--- src/verilog/acs_pkg.sv ---
/*
 analog code scaling package: code limits, substitute codes, range class enum.
 assumes a 10 MHz single clock domain; no software-visible registers.
*/
// Behaviour
// - nickel climate input: 0.01 degree codes, 7FFF/8000 substituted beyond 155.00/-105.00
// - enabled diagnostic events raise record and interrupt
// - wire break enabled forces 7FFF plus alarm
// - wire break outranks overflow and underflow
// - break disabled, limits enabled: 8000, low alarm
// - both disabled: 8000 substitute, no alarm
// - output words are 16-bit two's complement
// - 27648 is full scale, zero is zero
// - bipolar overrange and underrange classified, still driven
// - codes above 32511 saturate at 32511
// - bipolar codes below -32512 saturate at -32512
// - unipolar negative codes give zero output
package acs_pkg;
	localparam int ACS_W = 16; // code word width
	localparam logic signed [15:0] ACS_NOM_HI = 16'sh32C8; // 130.00 degrees
	localparam logic signed [15:0] ACS_NOM_LO = -16'sh1770; // -60.00 degrees
	localparam logic signed [15:0] ACS_OVR_HI = 16'sh3C8C; // 155.00 ceiling
	localparam logic signed [15:0] ACS_UND_LO = -16'sh2904; // -105.00 floor
	localparam logic signed [15:0] ACS_OVERFLOW = 16'sh7FFF; // overflow / wire break code
	localparam logic signed [15:0] ACS_UNDERFLOW = 16'sh8000; // underflow / open line code
	localparam logic signed [15:0] ACS_FULL = 16'sh6C00; // +100 percent
	localparam logic signed [15:0] ACS_OUT_MAX = 16'sh7EFF; // +117.589 percent
	localparam logic signed [15:0] ACS_OUT_MIN = -16'sh7F00; // -117.593 percent
	localparam logic signed [15:0] ACS_ZERO = 16'sh0000; // zero output
	localparam logic signed [15:0] ACS_RESET_CODE = 16'sh0000; // code after reset
	// measurement range class of a code
	typedef enum logic [2:0] {
		ACS_NOMINAL,
		ACS_OVERRANGE,
		ACS_UNDERRANGE,
		ACS_OVERFLOW_C,
		ACS_UNDERFLOW_C
	} acs_class_e;
endpackage

--- src/verilog/acs_in_scale.sv ---
/*
 input path: classifies a raw nickel climate reading and applies
 the wire-break substitute rules. assumes readings synchronous to clk.
*/
`timescale 1ns/10ps
`default_nettype none
module acs_in_scale import acs_pkg::*; (
	input wire logic clk,
	input wire logic reset_n,
	input wire logic sample_valid, // one-cycle strobe with a new reading
	input wire logic signed [15:0] sample_raw, // reading in 0.01 degree steps
	input wire logic wire_open, // sensor line found open
	input wire logic diag_break_en, // wire-break diagnostics enabled
	input wire logic diag_limit_en, // overflow/underflow diagnostics enabled
	output logic signed [15:0] in_code_r, // reported input code
	output acs_class_e in_class_r, // range class of the last reading
	output logic in_valid_r, // pulse: new code present
	output logic break_alarm_r, // pulse: wire-break alarm
	output logic low_alarm_r, // pulse: low limit violated
	output logic high_alarm_r // pulse: high limit violated
);
	logic signed [15:0] code_nxt;
	acs_class_e class_nxt;
	logic brk_nxt;
	logic low_nxt;
	logic high_nxt;

	// classify and substitute; wire break is checked first
	always_comb begin
		code_nxt = sample_raw;
		class_nxt = ACS_NOMINAL;
		brk_nxt = 1'b0;
		low_nxt = 1'b0;
		high_nxt = 1'b0;
		if (wire_open && diag_break_en) begin
			code_nxt = ACS_OVERFLOW;
			class_nxt = ACS_OVERFLOW_C;
			brk_nxt = 1'b1;
		end else if (wire_open) begin
			code_nxt = ACS_UNDERFLOW;
			class_nxt = ACS_UNDERFLOW_C;
			low_nxt = diag_limit_en; // alarm only when enabled
		end else if (sample_raw > ACS_OVR_HI) begin
			code_nxt = ACS_OVERFLOW;
			class_nxt = ACS_OVERFLOW_C;
			high_nxt = diag_limit_en;
		end else if (sample_raw < ACS_UND_LO) begin
			code_nxt = ACS_UNDERFLOW;
			class_nxt = ACS_UNDERFLOW_C;
			low_nxt = diag_limit_en;
		end else if (sample_raw > ACS_NOM_HI) begin
			class_nxt = ACS_OVERRANGE;
		end else if (sample_raw < ACS_NOM_LO) begin
			class_nxt = ACS_UNDERRANGE;
		end
	end

	// code and class register, updated per reading
	always_ff @(posedge clk or negedge reset_n) begin
		if (!reset_n) begin
			in_code_r <= ACS_RESET_CODE;
			in_class_r <= ACS_NOMINAL;
		end else if (sample_valid) begin
			in_code_r <= code_nxt;
			in_class_r <= class_nxt;
		end
	end

	// one-cycle event pulses
	always_ff @(posedge clk or negedge reset_n) begin
		if (!reset_n) begin
			in_valid_r <= 1'b0;
			break_alarm_r <= 1'b0;
			low_alarm_r <= 1'b0;
			high_alarm_r <= 1'b0;
		end else begin
			in_valid_r <= sample_valid;
			break_alarm_r <= sample_valid && brk_nxt;
			low_alarm_r <= sample_valid && low_nxt;
			high_alarm_r <= sample_valid && high_nxt;
		end
	end

	// with break diagnostics on, a broken line reports only the break code and alarm, never a limit alarm
	wo_prio_a: assert property (@(posedge clk) disable iff (!reset_n)
		sample_valid && wire_open && diag_break_en |=> in_code_r == ACS_OVERFLOW
		&& break_alarm_r && !low_alarm_r && !high_alarm_r)
		else $error("wire break not prioritised");
	open_sub_a: assert property (@(posedge clk) disable iff (!reset_n)
		sample_valid && wire_open && !diag_break_en |=> in_code_r == ACS_UNDERFLOW
		&& (low_alarm_r == $past(diag_limit_en)) && !break_alarm_r)
		else $error("open line substitute wrong");
	over_code_a: assert property (@(posedge clk) disable iff (!reset_n)
		sample_valid && !wire_open && sample_raw > ACS_OVR_HI |=> in_code_r == ACS_OVERFLOW)
		else $error("overflow code wrong");
	under_code_a: assert property (@(posedge clk) disable iff (!reset_n)
		sample_valid && !wire_open && sample_raw < ACS_UND_LO |=> in_code_r == ACS_UNDERFLOW)
		else $error("underflow code wrong");
	no_alarm_a: assert property (@(posedge clk) disable iff (!reset_n)
		sample_valid && !diag_break_en && !diag_limit_en |=> !break_alarm_r && !low_alarm_r
		&& !high_alarm_r) else $error("alarm while disabled");
	// without a strobe the reported code stays put and no pulse appears
	in_hold_a: assert property (@(posedge clk) disable iff (!reset_n)
		!sample_valid |=> $stable(in_code_r) && !in_valid_r)
		else $error("input code moved without sample");
endmodule
`default_nettype wire

--- src/verilog/acs_out_clamp.sv ---
/*
 output path: clamps one 16-bit output word per bipolar/unipolar range
 and holds it. assumes writes synchronous to clk.
*/
`timescale 1ns/10ps
`default_nettype none
module acs_out_clamp import acs_pkg::*; (
	input wire logic clk,
	input wire logic reset_n,
	input wire logic wr_en, // one-cycle write strobe
	input wire logic signed [15:0] wr_code, // two's complement word
	input wire logic unipolar, // 1 selects a unipolar range
	output logic signed [15:0] dac_code_r, // clamped code to converter
	output logic over_r, // held: last code in overrange
	output logic under_r // held: last code in underrange
);
	logic signed [15:0] clamp_nxt;

	// saturate; negative floor depends on polarity
	always_comb begin
		clamp_nxt = wr_code;
		if (wr_code > ACS_OUT_MAX) begin
			clamp_nxt = ACS_OUT_MAX;
		end else if (unipolar && wr_code < ACS_ZERO) begin
			clamp_nxt = ACS_ZERO;
		end else if (!unipolar && wr_code < ACS_OUT_MIN) begin
			clamp_nxt = ACS_OUT_MIN;
		end
	end

	// hold last clamped word until the next write
	always_ff @(posedge clk or negedge reset_n) begin
		if (!reset_n) begin
			dac_code_r <= ACS_RESET_CODE;
			over_r <= 1'b0;
			under_r <= 1'b0;
		end else if (wr_en) begin
			dac_code_r <= clamp_nxt;
			over_r <= clamp_nxt > ACS_FULL;
			under_r <= !unipolar && clamp_nxt < -ACS_FULL;
		end
	end

	sat_hi_a: assert property (@(posedge clk) disable iff (!reset_n)
		wr_en && wr_code > ACS_OUT_MAX |=> dac_code_r == ACS_OUT_MAX)
		else $error("high saturation wrong");
	sat_lo_a: assert property (@(posedge clk) disable iff (!reset_n)
		wr_en && !unipolar && wr_code < ACS_OUT_MIN |=> dac_code_r == ACS_OUT_MIN)
		else $error("low saturation wrong");
	uni_zero_a: assert property (@(posedge clk) disable iff (!reset_n)
		wr_en && unipolar && wr_code < ACS_ZERO |=> dac_code_r == ACS_ZERO)
		else $error("unipolar floor wrong");
	pass_thru_a: assert property (@(posedge clk) disable iff (!reset_n)
		wr_en && wr_code <= ACS_FULL && wr_code >= -ACS_FULL && !(unipolar && wr_code < 0)
		|=> dac_code_r == $past(wr_code)) else $error("nominal code altered");
	hold_a: assert property (@(posedge clk) disable iff (!reset_n)
		!wr_en |=> $stable(dac_code_r)) else $error("code changed without write");
	bip_class_a: assert property (@(posedge clk) disable iff (!reset_n)
		wr_en && !unipolar && wr_code > ACS_FULL |=> over_r && !under_r)
		else $error("overrange class wrong");
	// the negative side of the bipolar class, saturated codes included
	bip_under_a: assert property (@(posedge clk) disable iff (!reset_n)
		wr_en && !unipolar && wr_code < -ACS_FULL |=> under_r && !over_r)
		else $error("underrange class wrong");
endmodule
`default_nettype wire

--- src/verilog/acs_top.sv ---
/*
 analog code scaling top: one input channel and one output channel,
 plus diagnostics record and interrupt. assumes one 10 MHz clock.
*/
`timescale 1ns/10ps
`default_nettype none
module acs_top import acs_pkg::*; (
	input wire logic clk,
	input wire logic reset_n,
	input wire logic sample_valid, // new reading strobe
	input wire logic signed [15:0] sample_raw, // reading, 0.01 degree per step
	input wire logic wire_open, // open line detected
	input wire logic diag_break_en, // wire-break diagnostics parameter
	input wire logic diag_limit_en, // overflow/underflow diagnostics parameter
	input wire logic diag_ack, // controller took the diagnostics record
	input wire logic out_wr, // output write strobe
	input wire logic signed [15:0] out_code, // output word
	input wire logic out_unipolar, // output range is unipolar
	output logic signed [15:0] in_code, // reported input code
	output acs_class_e in_class, // input range class
	output logic in_valid, // pulse with new input code
	output logic signed [15:0] dac_code, // clamped output to converter
	output logic out_over, // output in overrange
	output logic out_under, // output in underrange
	output logic [2:0] diag_record_r, // sticky record: {high, low, break}
	output logic diag_irq_r // diagnostics interrupt level
);
	logic brk;
	logic low;
	logic high;
	logic [2:0] evt;

	acs_in_scale u_in (
		.clk(clk), .reset_n(reset_n), .sample_valid(sample_valid),
		.sample_raw(sample_raw), .wire_open(wire_open),
		.diag_break_en(diag_break_en), .diag_limit_en(diag_limit_en),
		.in_code_r(in_code), .in_class_r(in_class), .in_valid_r(in_valid),
		.break_alarm_r(brk), .low_alarm_r(low), .high_alarm_r(high)
	);

	acs_out_clamp u_out (
		.clk(clk), .reset_n(reset_n), .wr_en(out_wr), .wr_code(out_code),
		.unipolar(out_unipolar), .dac_code_r(dac_code),
		.over_r(out_over), .under_r(out_under)
	);

	assign evt = {high, low, brk};

	// diagnostics record: a new event wins over an acknowledge in the same cycle
	always_ff @(posedge clk or negedge reset_n) begin
		if (!reset_n) begin
			diag_record_r <= 3'h0;
		end else begin
			diag_record_r <= (diag_ack ? 3'h0 : diag_record_r) | evt;
		end
	end

	// interrupt stands while any record bit is pending
	always_ff @(posedge clk or negedge reset_n) begin
		if (!reset_n) begin
			diag_irq_r <= 1'b0;
		end else begin
			diag_irq_r <= ((diag_ack ? 3'h0 : diag_record_r) | evt) != 3'h0;
		end
	end

	irq_raise_a: assert property (@(posedge clk) disable iff (!reset_n)
		evt != 3'h0 |=> diag_irq_r && (diag_record_r & $past(evt)) == $past(evt))
		else $error("event did not raise interrupt");
	// an acknowledge with no new event empties the record and drops the interrupt
	ack_clear_a: assert property (@(posedge clk) disable iff (!reset_n)
		diag_ack && evt == 3'h0 |=> diag_record_r == 3'h0 && !diag_irq_r)
		else $error("record not cleared by acknowledge");
	// the record is sticky: nothing but an event or an acknowledge moves it
	rec_hold_a: assert property (@(posedge clk) disable iff (!reset_n)
		!diag_ack && evt == 3'h0 |=> $stable(diag_record_r))
		else $error("record moved without cause");
endmodule
`default_nettype wire

--- config.mk ---
export PLATFORM = sky130hd
export DESIGN_NAME = acs_top
export DESIGN_NICKNAME = d
export VERILOG_FILES = /design/src/verilog/acs_pkg.sv /design/src/verilog/acs_in_scale.sv /design/src/verilog/acs_out_clamp.sv /design/src/verilog/acs_top.sv
export SDC_FILE = /design/constraint.sdc
export NUM_CORES = 1
export LEC_CHECK = 0
export BUFFER_PORTS_ARGS = -buffer_cell sky130_fd_sc_hd__buf_2
export CORE_MARGIN = 2
export CORE_UTILIZATION = 35
export CTS_CLUSTER_SIZE = 30
export DETAILED_ROUTE_END_ITERATION = 7
export SYNTH_ARGS = -nofsm -noshare
export SYNTH_HDL_FRONTEND = slang
export SYNTH_HIERARCHICAL = 1
export SYNTH_SLANG_ARGS = --single-unit
--- constraint.sdc ---
create_clock -name clk -period 1.6 [get_ports clk]
set_clock_uncertainty 0.2 [all_clocks]
set_input_delay 0.32 -clock clk [delete_from_list [all_inputs] [get_ports clk]]
set_output_delay 0.32 -clock clk [all_outputs]
set_load 0.005 [all_outputs]
==> flow_metrics.env <==
export IMPL_clkPwrFrac=0.309
export IMPL_power_frac_comb=0.224
export IMPL_syn_num_nets=245
export IMPL_fillers=534
export IMPL_worstHoldStart="sample_valid"
export IMPL_die_h_um=82.3
export IMPL_pre_cts_ws_ns=-0.804
export IMPL_ant_nets=0
export IMPL_relSlewSlack=0.651
export IMPL_initial_core_util=0.362
export IMPL_wl_per_cell_um=14.5
export IMPL_antenna_found_initial=0
export IMPL_synth_area_leaders="dfrtp_1 (52%), a221o_1 (7.0%), o21ai_0 (3.3%), nand2_1 (3.1%), nor2_1 (2.6%)"
export IMPL_synth_avg_cell_area_um2=10.6
export IMPL_grt_pass1_wl_um=8960
export IMPL_start_kind="input pin"
export IMPL_arrival_ns=1.84
export IMPL_syn_area_um2=2150
export IMPL_vias=2097
export IMPL_cts_tree="done"
export IMPL_drt_pass1_iter_count=4
export IMPL_rsz0062_at_grt="true"
export IMPL_htreeDepth=2
export IMPL_path_max_fanout=15
export IMPL_synth_top_area_frac=0.525
export IMPL_grt_overflow=0
export IMPL_netSwitchingPower_uw=724
export IMPL_port_buffers=82
export IMPL_r2r_end="diag_irq_r"
export IMPL_maxCapViolCount=0
export IMPL_rrSetupSlack_ns=0.33
export IMPL_r2r_cells=2
export IMPL_diodes=0
export IMPL_sw_frac_of_total=0.257
export IMPL_crit_type="in2reg"
export IMPL_violations="setup timing"
export IMPL_fmax_mhz=533
export IMPL_num_rows=28
export IMPL_yosysSeqAreaShare=0.525
export IMPL_grt_pass1_vias=1892
export IMPL_hp_class="in2reg"
export IMPL_cts_path_max_buffers=2
export IMPL_grt_total_usage=0.172
export IMPL_fin_crit_ns=1.88
export IMPL_leakage_nw=1.59
export IMPL_hold_end="u_in/in_valid_r"
export IMPL_synth_commonest_cells="dfrtp_1 (45), nand2_1 (18), a221o_1 (15), nor2_1 (15), o21ai_0 (14)"
export IMPL_nets=369
export IMPL_worst_pin_slew_ns=0.523
export IMPL_dp_hpwl_um=4130
export IMPL_fin_crit_sh=1.17
export IMPL_setup_worst_path_end_class="flop"
export IMPL_maxSlewViolCount=0
export IMPL_cts_buffers=5
export IMPL_p_int_mw=2.09
export IMPL_core_um2=5920
export IMPL_post_route_util=0.546
export IMPL_worst_slack_ns=-0.276
export IMPL_yosysWarnings=6
export IMPL_dieArea_um2=6770
export IMPL_clkLatencyLatePin_ns=0.28
export IMPL_place_gp_congestion=0.791
export IMPL_synth_area_leader_cell="dfrtp_1"
export IMPL_wirelength_um=5830
export IMPL_grt_max_degree=46
export IMPL_finalSetupViolations=21
export IMPL_syn_to_final_growth_pct=50.7
export IMPL_yosysUniqueCellTypes=47
export IMPL_finalSetupTns_ns=-4.93
export IMPL_required_ns=1.57
export IMPL_synth_most_common_cell="dfrtp_1"
export IMPL_synth_async_reset_ratio=1.00
export IMPL_whs_path_depth=1
export IMPL_hold_viol_final=0
export IMPL_clockRootBuffer="clkbuf_8"
export IMPL_synth_seq_cells=45
export IMPL_drtIter0Drc=103
export IMPL_syn_inst=203
export IMPL_synth_ff_type="dfrtp_1"
export IMPL_status="complete, but fails checks"
export IMPL_chipWidth_um=82.3
export IMPL_vias_per_cell=5.20
export IMPL_drc=0
export IMPL_drive_gt1_frac=0.476
export IMPL_boundaryPins=83
export IMPL_p_per_area_nw_per_um2=871
export IMPL_synth_edf_count=0
export IMPL_r2r_start="diag_record_r[2]"
export IMPL_clock_sinks=45
export IMPL_clk_pin_slew_ns=0.08
export IMPL_p_seq_frac=0.467
export IMPL_ir_drop_mv=0.407
-- stage by stage --
step	area [um^2]	power, mW	hold WS [ns]	std cells
2_1_floorplan	2180	1.58	-0.176	203
3_3_place_gp	2890	1.91	0.123	386
3_5_place_dp	2890	1.91	0.121	386
4_1_cts	3180	2.85	0.0178	399
5_1_grt	3230	3.00	0.0138	403
6_report	3230	2.82	0.0376	403
-- logic make-up (layout without fill, tap and decap cells) --
group / count (synthesis) / count (layout) / synth area share
DFF: 45 / 45 / 0.525
buffers and inverters: 23 / 146 / 0.0472
and+or+nand+nor: 73 / 73 / 0.189
muxes: 1 / 1 / 0.0105
AOI/OAI and AO/OA: 60 / 62 / 0.223
adders and majority gates: 1 / 1 / 0.00583
-- metal layers --
layer,vias up,track usage,part of all wire
li1,1003,-,-
met1,1016,0.225,0.44
met2,72,0.295,0.49
met3,6,0.0380,0.070
met4,0,0.0283,0.0079
met5,-,0,0
-- power groups by stage --
stage	combinational, mW	sequential (mW)	clock (mW)
final	0.630	1.32	0.870
after global routing	0.695	1.34	0.965
after global placement	0.566	1.34	0
after floorplan	0.229	1.35	0
after CTS	0.615	1.32	0.914
after detailed placement	0.574	1.34	0
-- sequential cells by signal, indices dropped and copies added (netlist names) --
name,cells
diag_irq_r,1
diag_record_r,3
u_in/break_alarm_r,1
u_in/high_alarm_r,1
u_in/in_class_r,3
u_in/in_code_r,16
u_in/in_valid_r,1
u_in/low_alarm_r,1
u_out/dac_code_r,16
u_out/over_r,1
u_out/under_r,1
-- final cells by class --
class / count / area, um^2 / share of cell area
Clock inverter: 1 / 30.0 / 0.00929
Clock buffer: 7 / 86.3 / 0.0267
Sequential cell: 45 / 1130 / 0.348
Multi-Input combinational cell: 137 / 1030 / 0.317
Tap cell: 75 / 93.8 / 0.0290
Inverter: 14 / 55.1 / 0.0170
Timing Repair Buffer: 124 / 816 / 0.252
-- repair_timing --
item / in CTS / in global routing
resized for setup: 25 / 3
pin swaps: 8 / 4
hold endpoints to repair: 45 / 0
setup endpoints to repair: 21 / 21
buffers inserted: 3 / 4
hold buffers: 1 / 0
gates cloned: 1 / 1
-- worst max path at each step --
stage	startpoint	end	slack, ns	depth (start not counted)
after floorplan	sample_raw[15]	u_in/in_code_r[2]	-0.35	6
after global placement	sample_raw[2]	u_in/in_class_r[1]	-0.76	10
after detailed placement	sample_raw[2]	u_in/in_class_r[1]	-0.80	10
after CTS	sample_raw[7]	u_in/in_code_r[6]	-0.25	7
after global routing	sample_raw[5]	u_in/in_code_r[6]	-0.34	10
final	sample_raw[5]	u_in/in_code_r[12]	-0.28	10
-- placed cells by master, fill, tap and decap left out, types with 12 or more instances in the layout --
master   count
o21ai_0     12
buf_2       75
nand2_1     16
inv_1       12
buf_4       35
nor2_1      14
a221o_1     15
dfrtp_1     45
-- worst max-delay path: stages --
cell and delay, ns:
buf_6 0.07, nand4_1 0.09, o21bai_1 0.14, a31oi_1 0.10
nor2b_1 0.15, o211ai_1 0.11, ha_1 0.37, nor2_4 0.07
buf_12 0.14, a221o_1 0.28
Power figures use the tool's default switching activity.
